==> src/lmodf_consts.vh <==
// Purpose: Constants shared by the long mode opcode decode filter.
// Assumes: Included by bare name from every design file of the block.
// Notes: Definitions only.
`ifndef LMODF_CONSTS_VH
`define LMODF_CONSTS_VH

// Decoder states.
`define LMODF_S_OPC 2'd0
`define LMODF_S_0F 2'd1
`define LMODF_S_MODRM 2'd2

// Decoded operation classes.
`define LMODF_CLS_W 4
`define LMODF_CLS_OTHER 4'h0
`define LMODF_CLS_INCDEC_SHORT 4'h1
`define LMODF_CLS_INC 4'h2
`define LMODF_CLS_SUB_ONE 4'h3
`define LMODF_CLS_FF_OTHER 4'h4
`define LMODF_CLS_SXD 4'h5
`define LMODF_CLS_PRIV_ADJ 4'h6
`define LMODF_CLS_SAVE 4'h7
`define LMODF_CLS_RESTORE 4'h8
`define LMODF_CLS_FAULT 4'h9
`define LMODF_CLS_0F_OTHER 4'ha

// Opcode bytes with special handling.
`define LMODF_OPC_ESC 8'h0f
`define LMODF_OPC_GRP5 8'hff
`define LMODF_OPC_SXD 8'h63
`define LMODF_OPC_GRP15 8'hae
`define LMODF_OPC_FAST_ENTRY 8'h34
`define LMODF_OPC_FAST_RETURN 8'h35
`define LMODF_PREFIX_HI 4'h4

// ModRM reg field values.
`define LMODF_EXT_INC 3'd0
`define LMODF_EXT_SUB_ONE 3'd1
`define LMODF_EXT_SAVE 3'd0
`define LMODF_EXT_RESTORE 3'd1

// Register offsets (byte addresses) and fields.
`define LMODF_ADDR_W 12
`define LMODF_OFF_CTRL 12'h000
`define LMODF_OFF_FEATURE 12'h004
`define LMODF_OFF_FAULT_CNT 12'h008
`define LMODF_OFF_LAST_FAULT 12'h00c
`define LMODF_CTRL_FAST_SAVE_BIT 0
`define LMODF_CTRL_RESET 1'b0
`define LMODF_FEAT_FAST_SAVE_BIT 0
`define LMODF_FAULT_CNT_W 16

`endif

==> src/lmodf_top.v <==
// Purpose: Mode-dependent opcode decode filter with an APB register file.
// Assumes: Fetch delivers prefix and opcode bytes, plus the ModRM byte only
//   for ff, 63 and 0f ae; mode and privilege inputs share clk.
// Notes: Other opcodes are emitted at once with their byte for the pipeline.
//
// How it works
// - Bytes 40-4f are extension prefix in 64-bit mode.
// - ff /0 and ff /1 still increment and decrement.
// - Byte 63 is sign-extend move, else privilege adjust.
// - Move reads 32 bits; prefix extends to 64.
// - Invalid opcodes raise fault instead of executing.
// - Decimal and ASCII adjust opcodes invalid in 64-bit.
// - Opcodes 62 and ce invalid in 64-bit.
// - Absolute far call and jump invalid in 64-bit.
// - Far pointer loads c5, c4 invalid in 64-bit.
// - Segment push and pop bytes invalid in 64-bit.
// - Push-all and pop-all invalid in 64-bit.
// - Opcodes 82 and d6 invalid in 64-bit.
// - Fast syscall entry and return invalid in long mode.
// - Save/restore with 32-bit size uses legacy layout.
// - Save/restore with 64-bit size uses expanded layout.
// - Fast save at level 0 in 64-bit skips vectors.
// - Environment and control register always transferred.
// - Fast save ignored outside 64-bit or above level 0.
// - Feature word reports fast save support bit.
//
// Register access over APB and the register addresses are this design's own decisions.
`timescale 1ns/100ps
`include "lmodf_consts.vh"

module lmodf_top #(
	parameter FAST_SAVE_SUPPORTED = 1
) (
	input wire clk,
	input wire rst,
	input wire ce,
	input wire long_mode,
	input wire cs_long,
	input wire [1:0] current_privilege_level,
	input wire in_valid,
	input wire [7:0] in_byte,
	output reg in_ready_q,
	output reg op_valid_q,
	input wire op_ready,
	output reg [`LMODF_CLS_W-1:0] op_cls_q,
	output reg [7:0] op_byte_q,
	output reg [7:0] op_modrm_q,
	output reg [3:0] op_prefix_q,
	output reg op_prefix_seen_q,
	output reg op_fault_q,
	output reg op_src32_q,
	output reg op_sext64_q,
	output reg op_fmt64_q,
	output reg op_skip_vec_q,
	output reg op_xfer_env_q,
	input wire psel,
	input wire penable,
	input wire pwrite,
	input wire [`LMODF_ADDR_W-1:0] paddr,
	input wire [31:0] pwdata,
	output reg [31:0] prdata_q,
	output reg pready_q,
	output reg pslverr_q
);

	reg [1:0] state_q;
	reg [7:0] opc_q;
	reg two_byte_q;
	reg [3:0] prefix_q;
	reg prefix_seen_q;
	reg fast_save_en_q;
	reg [`LMODF_FAULT_CNT_W-1:0] fault_cnt_q;
	reg [8:0] last_fault_q;
	wire mode64;
	wire take;
	wire drain;
	wire cls_invalid;
	wire cls_modrm;
	wire [`LMODF_CLS_W-1:0] cls_code;
	wire [7:0] cls_opc;
	wire cls_two;
	wire fast_skip;
	wire apb_access;
	wire [31:0] rd_word;
	wire rd_hit;

	// ModRM reg field, the group opcode extension.
	function [2:0] modrm_ext;
		input [7:0] modrm;
		begin
			modrm_ext = modrm[5:3];
		end
	endfunction

	// Matches a register offset on a word-aligned address.
	function addr_is;
		input [`LMODF_ADDR_W-1:0] addr;
		input [`LMODF_ADDR_W-1:0] off;
		begin
			addr_is = (addr == off);
		end
	endfunction

	assign mode64 = long_mode & cs_long;
	assign take = ce & in_valid & in_ready_q;
	assign drain = ce & op_valid_q & op_ready;

	// In the escape state the byte is classified as a two-byte opcode.
	assign cls_opc = in_byte;
	assign cls_two = (state_q == `LMODF_S_0F);

	lmodf_classify u_classify (
		.opc(cls_opc),
		.two_byte(cls_two),
		.long_mode(long_mode),
		.cs_long(cs_long),
		.invalid(cls_invalid),
		.needs_modrm(cls_modrm),
		.cls(cls_code)
	);

	// Fast save needs all three: enable, 64-bit code and level 0.
	assign fast_skip = fast_save_en_q & mode64 &
		(current_privilege_level == 2'd0);

	// Byte intake and decode state machine.
	always @(posedge clk or posedge rst) begin
		if (rst) begin
			state_q <= `LMODF_S_OPC;
			opc_q <= 8'h00;
			two_byte_q <= 1'b0;
			prefix_q <= 4'h0;
			prefix_seen_q <= 1'b0;
			in_ready_q <= 1'b0;
			op_valid_q <= 1'b0;
			op_cls_q <= `LMODF_CLS_OTHER;
			op_byte_q <= 8'h00;
			op_modrm_q <= 8'h00;
			op_prefix_q <= 4'h0;
			op_prefix_seen_q <= 1'b0;
			op_fault_q <= 1'b0;
			op_src32_q <= 1'b0;
			op_sext64_q <= 1'b0;
			op_fmt64_q <= 1'b0;
			op_skip_vec_q <= 1'b0;
			op_xfer_env_q <= 1'b0;
			fault_cnt_q <= 16'h0000;
			last_fault_q <= 9'h000;
		end else if (ce) begin
			if (!op_valid_q && !in_ready_q) begin
				in_ready_q <= 1'b1;
			end
			if (drain) begin
				op_valid_q <= 1'b0;
				in_ready_q <= 1'b1;
			end
			if (take) begin
				case (state_q)
					`LMODF_S_OPC: begin
						opc_q <= in_byte;
						two_byte_q <= 1'b0;
						if (mode64 && in_byte[7:4] == `LMODF_PREFIX_HI) begin
							// A later prefix replaces an earlier one.
							prefix_q <= in_byte[3:0];
							prefix_seen_q <= 1'b1;
						end else if (in_byte == `LMODF_OPC_ESC) begin
							state_q <= `LMODF_S_0F;
						end else if (cls_modrm) begin
							state_q <= `LMODF_S_MODRM;
						end else begin
							in_ready_q <= 1'b0;
							op_valid_q <= 1'b1;
							op_cls_q <= cls_code;
							op_byte_q <= in_byte;
							op_modrm_q <= 8'h00;
							op_prefix_q <= prefix_q;
							op_prefix_seen_q <= prefix_seen_q;
							op_fault_q <= cls_invalid;
							op_src32_q <= 1'b0;
							op_sext64_q <= 1'b0;
							op_fmt64_q <= 1'b0;
							op_skip_vec_q <= 1'b0;
							op_xfer_env_q <= 1'b0;
							prefix_q <= 4'h0;
							prefix_seen_q <= 1'b0;
							if (cls_invalid) begin
								fault_cnt_q <= fault_cnt_q + 16'h0001;
								last_fault_q <= {1'b0, in_byte};
							end
						end
					end
					`LMODF_S_0F: begin
						opc_q <= in_byte;
						two_byte_q <= 1'b1;
						if (cls_modrm) begin
							state_q <= `LMODF_S_MODRM;
						end else begin
							state_q <= `LMODF_S_OPC;
							in_ready_q <= 1'b0;
							op_valid_q <= 1'b1;
							op_cls_q <= cls_code;
							op_byte_q <= in_byte;
							op_modrm_q <= 8'h00;
							op_prefix_q <= prefix_q;
							op_prefix_seen_q <= prefix_seen_q;
							op_fault_q <= cls_invalid;
							op_src32_q <= 1'b0;
							op_sext64_q <= 1'b0;
							op_fmt64_q <= 1'b0;
							op_skip_vec_q <= 1'b0;
							op_xfer_env_q <= 1'b0;
							prefix_q <= 4'h0;
							prefix_seen_q <= 1'b0;
							if (cls_invalid) begin
								fault_cnt_q <= fault_cnt_q + 16'h0001;
								last_fault_q <= {1'b1, in_byte};
							end
						end
					end
					`LMODF_S_MODRM: begin
						state_q <= `LMODF_S_OPC;
						in_ready_q <= 1'b0;
						op_valid_q <= 1'b1;
						op_byte_q <= opc_q;
						op_modrm_q <= in_byte;
						op_prefix_q <= prefix_q;
						op_prefix_seen_q <= prefix_seen_q;
						op_fault_q <= 1'b0;
						op_src32_q <= 1'b0;
						op_sext64_q <= 1'b0;
						op_fmt64_q <= 1'b0;
						op_skip_vec_q <= 1'b0;
						op_xfer_env_q <= 1'b0;
						prefix_q <= 4'h0;
						prefix_seen_q <= 1'b0;
						if (two_byte_q) begin
							case (modrm_ext(in_byte))
								`LMODF_EXT_SAVE: begin
									op_cls_q <= `LMODF_CLS_SAVE;
								end
								`LMODF_EXT_RESTORE: begin
									op_cls_q <= `LMODF_CLS_RESTORE;
								end
								default: begin
									op_cls_q <= `LMODF_CLS_0F_OTHER;
								end
							endcase
							if (modrm_ext(in_byte) == `LMODF_EXT_SAVE ||
								modrm_ext(in_byte) == `LMODF_EXT_RESTORE) begin
								// Operand size 64 needs the W bit of a prefix.
								op_fmt64_q <= mode64 & prefix_q[3];
								op_skip_vec_q <= fast_skip;
								op_xfer_env_q <= 1'b1;
							end
						end else if (opc_q == `LMODF_OPC_GRP5) begin
							case (modrm_ext(in_byte))
								`LMODF_EXT_INC: begin
									op_cls_q <= `LMODF_CLS_INC;
								end
								`LMODF_EXT_SUB_ONE: begin
									op_cls_q <= `LMODF_CLS_SUB_ONE;
								end
								default: begin
									op_cls_q <= `LMODF_CLS_FF_OTHER;
								end
							endcase
						end else if (mode64) begin
							op_cls_q <= `LMODF_CLS_SXD;
							op_src32_q <= 1'b1;
							op_sext64_q <= prefix_seen_q;
						end else begin
							op_cls_q <= `LMODF_CLS_PRIV_ADJ;
						end
					end
					default: begin
						state_q <= `LMODF_S_OPC;
					end
				endcase
			end
		end
	end

	// APB slave: one wait state, writes land on the completing edge.
	assign apb_access = psel & penable;

	assign rd_hit = addr_is(paddr, `LMODF_OFF_CTRL) |
		addr_is(paddr, `LMODF_OFF_FEATURE) |
		addr_is(paddr, `LMODF_OFF_FAULT_CNT) |
		addr_is(paddr, `LMODF_OFF_LAST_FAULT);

	assign rd_word = addr_is(paddr, `LMODF_OFF_CTRL) ?
		{31'h00000000, fast_save_en_q} :
		addr_is(paddr, `LMODF_OFF_FEATURE) ?
		({31'h00000000, (FAST_SAVE_SUPPORTED != 0)} <<
		`LMODF_FEAT_FAST_SAVE_BIT) :
		addr_is(paddr, `LMODF_OFF_FAULT_CNT) ?
		{16'h0000, fault_cnt_q} :
		addr_is(paddr, `LMODF_OFF_LAST_FAULT) ?
		{23'h000000, last_fault_q} :
		32'h00000000;

	always @(posedge clk or posedge rst) begin
		if (rst) begin
			pready_q <= 1'b0;
			pslverr_q <= 1'b0;
			prdata_q <= 32'h00000000;
			fast_save_en_q <= `LMODF_CTRL_RESET;
		end else if (ce) begin
			if (apb_access && !pready_q) begin
				pready_q <= 1'b1;
				pslverr_q <= ~rd_hit;
				prdata_q <= pwrite ? 32'h00000000 : rd_word;
			end else begin
				pready_q <= 1'b0;
				pslverr_q <= 1'b0;
			end
			// The enable sticks at zero when the feature is absent.
			if (apb_access && pready_q && pwrite &&
				addr_is(paddr, `LMODF_OFF_CTRL)) begin
				fast_save_en_q <= pwdata[`LMODF_CTRL_FAST_SAVE_BIT] &
					(FAST_SAVE_SUPPORTED != 0);
			end
		end
	end

endmodule // lmodf_top

==> src/lmodf_classify.v <==
// Purpose: First-level opcode classification by operating mode.
// Assumes: Combinational; the caller registers the results.
// Notes: Covers one-byte opcodes and the byte after the 0f escape.
`timescale 1ns/100ps
`include "lmodf_consts.vh"

module lmodf_classify (
	input wire [7:0] opc,
	input wire two_byte,
	input wire long_mode,
	input wire cs_long,
	output reg invalid,
	output reg needs_modrm,
	output reg [`LMODF_CLS_W-1:0] cls
);

	wire mode64;

	assign mode64 = long_mode & cs_long;

	always @* begin
		invalid = 1'b0;
		needs_modrm = 1'b0;
		cls = `LMODF_CLS_OTHER;
		if (two_byte) begin
			cls = `LMODF_CLS_0F_OTHER;
			case (opc)
				`LMODF_OPC_FAST_ENTRY, `LMODF_OPC_FAST_RETURN: begin
					invalid = long_mode;
				end
				`LMODF_OPC_GRP15: begin
					needs_modrm = 1'b1;
				end
				default: begin
					cls = `LMODF_CLS_0F_OTHER;
				end
			endcase
		end else begin
			case (opc)
				8'h37, 8'hd5, 8'hd4, 8'h3f, 8'h27, 8'h2f: begin
					invalid = mode64;
				end
				8'h62, 8'hce: begin
					invalid = mode64;
				end
				8'h9a, 8'hea: begin
					invalid = mode64;
				end
				8'hc5, 8'hc4: begin
					invalid = mode64;
				end
				8'h1f, 8'h07, 8'h17, 8'h0e, 8'h1e, 8'h06, 8'h16: begin
					invalid = mode64;
				end
				8'h60, 8'h61: begin
					invalid = mode64;
				end
				8'h82, 8'hd6: begin
					invalid = mode64;
				end
				`LMODF_OPC_SXD, `LMODF_OPC_GRP5: begin
					needs_modrm = 1'b1;
				end
				default: begin
					if (opc[7:4] == `LMODF_PREFIX_HI && !mode64) begin
						cls = `LMODF_CLS_INCDEC_SHORT;
					end
				end
			endcase
		end
		if (invalid) begin
			cls = `LMODF_CLS_FAULT;
		end
	end

endmodule // lmodf_classify

==> config.mk <==
export PLATFORM = sky130hd
export DESIGN_NAME = lmodf_top
export DESIGN_NICKNAME = d
export VERILOG_FILES = /design/src/lmodf_top.v /design/src/lmodf_classify.v
export VERILOG_INCLUDE_DIRS = /design/src /design/src/src
export SDC_FILE = /design/constraint.sdc
export NUM_CORES = 1
export LEC_CHECK = 0
export BUFFER_PORTS_ARGS = -buffer_cell sky130_fd_sc_hd__buf_2
export CORE_MARGIN = 1.5
export CORE_UTILIZATION = 57
export DETAILED_ROUTE_END_ITERATION = 6
export MAX_ROUTING_LAYER = met4
export PLACE_DENSITY = 0.86
export SLEW_MARGIN = 40
export SYNTH_ARGS = -nofsm -noshare
export SYNTH_HDL_FRONTEND = slang
export SYNTH_HIERARCHICAL = 1
export SYNTH_SLANG_ARGS = --single-unit
==> constraint.sdc <==
create_clock -name clk -period 5.33 [get_ports clk]
set_input_delay 1.3325 -clock clk [delete_from_list [all_inputs] [get_ports clk]]
set_output_delay 1.3325 -clock clk [all_outputs]
set_load 0.02 [all_outputs]
* Yosys cells after proc, flatten, opt, wreduce, memory -nomap -nowiden
Index checks and enable logic that the tools add are counted.
** Word-level totals
- Bits in read-only memories :: 0
- Output and inout port bits :: 67
- Input bits :: 64
- Bits in writable memories :: 0
- Bits in latches :: 0
- Memories kept :: 0
- Word-level logic and storage cells :: 232
- Register bits :: 109
** Operators by class
- Div/mod/pow operators :: 0
- Equal/unequal tests :: 45
- $add $sub $neg :: 1
- Shift-type cells :: 0
- Mux-type cells :: 117
- $mul :: 0
- $lt $le $gt $ge :: 0
- Bitwise logic cells :: 13
- Reduce and logical (&&, ||, !) cells :: 32
** Operators with widths (count)
- $mux 16 :: 8
- $eq 8x8->1 const B :: 12
- $mux 9 :: 7
- $mux 1 :: 56
- $mux 4 :: 14
- $eq 8x6->1 const B :: 6
- $mux 8 :: 6
- $pmux 8 s3 :: 2
- $pmux 4 s3 :: 3
- $eq 8x5->1 const B :: 4
- $eq 8x7->1 const B :: 4
- $pmux 16 s2 :: 1
- $pmux 1 s3 :: 10
- $reduce_or 25->1 :: 1
- $eq 12x4->1 const B :: 2
- $reduce_or 23->1 :: 1
- $pmux 9 s2 :: 1
- $add 16x1->16 const B :: 1
- $eq 8x3->1 const B :: 2
- $eq 8x4->1 const B :: 2
- $eq 12x3->1 const B :: 1
- $logic_not 12->1 :: 1
- $ne 2x2->1 const B :: 6
- $mux 2 :: 5
- 25 further kinds :: 52

* Longest topological paths before layout
- Depth in word-level cells :: 11
- Gate-level depth with buffers :: 12
- Gate-level depth less buffers :: 11

* Modules after synthesis
Netlist, hierarchy kept.
** By module, submodules not included
- lmodf_top :: cells each 384, seq. area each 2327.2 um2, area each 4538.1 um2, times used 1
- lmodf_classify :: cells each 51, seq. area each 0.0 um2, area each 339.1 um2, times used 1

* Worst setup path before layout
No wires, ideal clock.
- Path type :: input-to-reg
- Start point :: input in_byte[7]
- End point :: register fault_cnt_q[8]
- Required time :: 5.251 ns
- Cell stages on the path :: 12
- Buffers on the path :: 2
- Slack :: 1.782 ns
- Setup time :: 0.079 ns
- Arrival :: 3.469 ns
- Cells stage by stage :: buf_6 -> or3b_1 -> or3_1 -> a21oi_1 -> nor4_1 -> nor3_1 -> nand2b_1 -> nor3_1 -> o211ai_2 -> buf_4 -> nor3_1 -> xor2_1
** Between the ends
- Word-level cells in the longest chain between the ends :: 9
- Elaborated cells on any way between the ends :: 48
- Classes of those cells :: 32 x eq/ne; 11 x mux; 5 x reduce/logical
** Ends and longest elaborated chain
- start: declaration :: RTL line lmodf_top.v:41 : input wire [7:0] in_byte,
- $eq 8x6->1, or another cell as far along :: RTL line lmodf_classify.v:39 : case (opc)
- $reduce_or 23->1 (no line) / $reduce_or 2->1 (equally long branches)
- $mux 1 (on tied branches) :: RTL line lmodf_classify.v:39, lmodf_classify.v:27
- $mux 1 (*) :: RTL line lmodf_classify.v:25 : if (two_byte) begin
- named net cls_invalid :: RTL line lmodf_top.v:77 : wire cls_invalid;
- $mux 16 (*) (2 in a row)
- $mux 16 (2 in a row)
- $pmux 16 s2 (*)
- end signal: assignment :: RTL line lmodf_top.v:187 : fault_cnt_q <= fault_cnt_q + 16'h0001;
- end signal: assignment :: RTL line lmodf_top.v:215 : fault_cnt_q <= fault_cnt_q + 16'h0001;
- end: declaration :: RTL line lmodf_top.v:72 : reg [`LMODF_FAULT_CNT_W-1:0] fault_cnt_q;
The timed path passes the listed nets; every way through them passes the cells marked *. The select of a mux whose other input is x is not followed.
A chain may end at the register's enable or synchronous reset.

* Worst setup path in the final report
- Start point :: input in_byte[5]
- End point :: register fault_cnt_q[12]
The elaborated chain is that of the path after synthesis.

==> run summary <==
- complete, no violations — status
- 263 MHz — fmax
- 0 — post-detailed-route DRC marker count
- primary input — crit start category
- 131 — I/O pin cnt
- 7.48 mm — HPWL after detailed placement
- 0 — antenna cell count
- 4.68 mm — M1 WL
- 317 — Initial DRC Count
- 3.81 ns — crit path time final
- 5.62 ns — data required time of the critical path
- 0.865 — global placer's final weighted congestion
- 0 ns — setup_tns
- 11.2 sq um — mean cell area of the mapped netlist
- in -> reg — worst setup path category
- 0 — number of setup violations in the final report
- 755 um — amount of wire on met3 after detailed routing
- 1.52 ns — post-route worst setup slack
- 0.00488 sq mm — synthesized area
- met4 — uppermost layer routed
- 23 — highest fanout seen on the critical path
- 10.8% — Layout area overhead
- fault_cnt_q[12] — worst setup path endpoint
- state_q[1] — origin of the critical flop-to-flop path
- 10.9 mm — Total Routed Length
- register — Critical Path Sink Type
- dfrtp_1 — dominant synthesized flop cell
- 1.20 ns — setup slack at placement
- 0 — number of nets with antenna violations after detailed routing
- 93 — Synth Register Bits
- 0.00826 sq mm — area of the core
- built — clock tree from TritonCTS
- 51 — pin count of the biggest net entering global routing
- reg -> reg — class of the worst hold path
- 95.5 um — Die Y-Extent
- 0.00912 sq mm — area enclosed by the die boundary
- 3 — number of H-tree branching levels
- 0 — count of cells resized by post-cts repair
- 93 — number of sinks on the clock net
- 17.6 mm — first-pass GRT wire length
- 0.816 ns — transition at the pin with the smallest max-transition slack
- 2.29 ns — reg-to-reg setup timing slack
- 68 — number of distinct standard cells referenced by the synthesized netlist
- 9 — number of cells traversed by the worst register-to-register path
- 0 — remaining global-route overflow
- 0.591 — initial core utilization
- 0 — number of setup buffers added after CTS
- 0.10 ns — clock-pin slew reported for the worst setup and hold paths after clock tree synthesis
- 643 — total of fill cells in the finished design
- 0.456 — Relative slew margins
- 0 — number of synthesized flops with an enable pin
- 3656 — number of global-route vias before repair
- 1.00 — post-synthesis async set-or-reset flop share
- 0.0101 ns — worst clock skew on the final layout
- clkbuf_8 — CTS root buf
- 0.262 — GRT Resource Usage Total
- 0.00229 sq mm — area of the multi-input gates
- 0 — max_cap viols
- false — unrepaired setup endpoints after global routing
- 2 — maximum clock path buffer count
- 6 — Yosys warnings
- 83 — number of I/O port buffers
- 3675 — via total after detailed routing
- 5.30 mm — Met2 Wirelength
- 0.316 — fraction of layout instances using a drive strength above 1
- in_byte[5] — Critical path origin
- 5.99 — average vias per placed instance
- 4.10 ns — critical path data arrival time
- op_prefix_seen_q — worst reg2reg path endpoint
- 95.5 um — horizontal die dimension
- 0.714 — portion of the clock cycle consumed by the worst path in the final layout
- 17.7 um — average routed wire per standard cell
- 9 — CTS buffer count
- 0 — initial antenna violation count
- 0.36 ns — clk_lat worst skew
- 0.233 mV — largest voltage drop on the vdd net
- 0 — final slew viol count
- 0 — total count of hold-check failures in the final report
- 0.00273 uW — Leakage Power
- 0.00233 sq mm — register area
- 293 mW/mm^2 — Pwr per Cell Area
- 435 — count of mapped cells out of synthesis
- 573 — net count of the finished layout
- 0.00522 sq mm — dpl cell area
- 5 — first-pass iteration count of the detailed router
- 0 — hold buffers post-CTS
- 0.00540 sq mm — post-route cell area
- 0.477 — share of the yosys chip area belonging to registers
- 33 — row count
==> per-stage QoR <==
step                      hold slack [ns]  utilization  total power [uW]  instances
final                               0.488        0.654              1580        614
after global routing                0.505        0.654              1660        614
after CTS                           0.493        0.654              1590        614
after detailed placement            0.473        0.632              1150        598
after global placement              0.460        0.631              1140        598
after floorplan                     0.442            -              1060        450
==> final cells by class <==
class | instances | share of cell area
clock inverters | 5 | 0.00741
flip-flops and latches | 93 | 0.431
repair buffers | 84 | 0.0783
clock buffers | 11 | 0.0262
multi-input cells | 304 | 0.424
inverters | 12 | 0.00880
well taps | 105 | 0.0243
==> cell usage in the layout, fill, tap and decap left out, drive strengths merged, types with 3 or more instances in the layout <==
cell,instances
ha,5
nor3,11
buf,84
nand3,11
nand4,11
o22a,3
a31oi,3
xnor2,4
inv,15
conb,17
nand3b,3
nor2,19
o22ai,3
nor4,5
a21oi,12
nor4b,4
nor3b,3
clkbuf,11
a22o,20
o21ai,19
and2,5
mux2,44
mux2i,10
dfrtp,93
nor2b,6
nand2b,8
and3,5
nand2,28
xor2,12
==> layer usage <==
metal	vias up	global-route usage
li1	1681	-
met1	1800	0.330
met2	182	0.418
met3	12	0.0534
met4	0	0.0980
met5	-	-
==> report_power, final <==
group	switching (uW)	internal [uW]	leakage, uW
combinational	187	135	0.00139
clock	252	188	0.0000947
sequential	46.8	775	0.00125
total	485	1100	0.00273
==> cells in the mapped netlist, types with 3 or more instances <==
| cell type | n | area [sq um] |
|---|---|---|
| inv_1 | 12 | 45.0 |
| buf_4 | 20 | 150 |
| nor4b_1 | 4 | 35.0 |
| mux2i_1 | 10 | 100 |
| ha_1 | 5 | 62.6 |
| nand2_1 | 27 | 101 |
| a22o_1 | 20 | 175 |
| nand2b_1 | 8 | 50.1 |
| mux2_2 | 33 | 372 |
| nor3b_1 | 3 | 22.5 |
| nor4_1 | 4 | 25.0 |
| mux2_4 | 11 | 165 |
| o21ai_0 | 16 | 80.1 |
| o22a_1 | 3 | 26.3 |
| nand3b_1 | 3 | 22.5 |
| nand4_1 | 11 | 68.8 |
| clkbuf_1 | 10 | 37.5 |
| nor3_1 | 11 | 55.1 |
| nor2b_1 | 6 | 37.5 |
| buf_2 | 5 | 25.0 |
| buf_6 | 4 | 45.0 |
| and3_1 | 4 | 25.0 |
| and2_1 | 4 | 25.0 |
| xnor2_1 | 4 | 35.0 |
| a21oi_1 | 12 | 60.1 |
| o22ai_1 | 3 | 18.8 |
| xor2_1 | 12 | 105 |
| nor2_1 | 17 | 63.8 |
| nand3_1 | 11 | 55.1 |
| dfrtp_1 | 93 | 2330 |
| a31oi_1 | 3 | 18.8 |
==> registers in the layout, summed over array words and instances, names as in the netlist, 2 cells and up <==
register and count:
fault_cnt_q 16, prdata_q 16, last_fault_q 9, op_byte_q 8, op_modrm_q 8, opc_q 8, op_cls_q 4, op_prefix_q 4
prefix_q 4, state_q 2
==> worst max-delay path, stage by stage <==
cell	delay [ns]
buf_2	0.26
or3b_1	0.40
or3_1	0.35
a21oi_1	0.14
nor4_1	0.10
nor3_1	0.19
nand2b_1	0.13
nor3_1	0.27
o211ai_4	0.32
nor4_1	0.40
xor2_1	0.18
==> cells by family after synthesis <==
group                      synth area share
muxes                                 0.131
AOI/OAI and AO/OA                     0.115
adders and majority gates            0.0128
and+or+nand+nor                       0.167
buffers and inverters                0.0670
xor gates and xnor gates             0.0287
other                               0.00154
DFF                                   0.477
==> worst min-delay path by stage <==
| stage | startpoint | to | slack [ns] | cells past startpoint |
|---|---|---|---|---|
| 2_1_floorplan | fault_cnt_q[15] | fault_cnt_q[15] | 0.44 | 1 |
| 6_report | fault_cnt_q[15] | fault_cnt_q[15] | 0.49 | 1 |
| 4_1_cts | fault_cnt_q[15] | fault_cnt_q[15] | 0.49 | 1 |
| 3_5_place_dp | prdata_q[8] | prdata_q[8] | 0.47 | 2 |
| 5_1_grt | prdata_q[8] | prdata_q[8] | 0.50 | 2 |
| 3_3_place_gp | fault_cnt_q[15] | fault_cnt_q[15] | 0.46 | 1 |
Note: power is estimated with default switching activity, not from simulation.
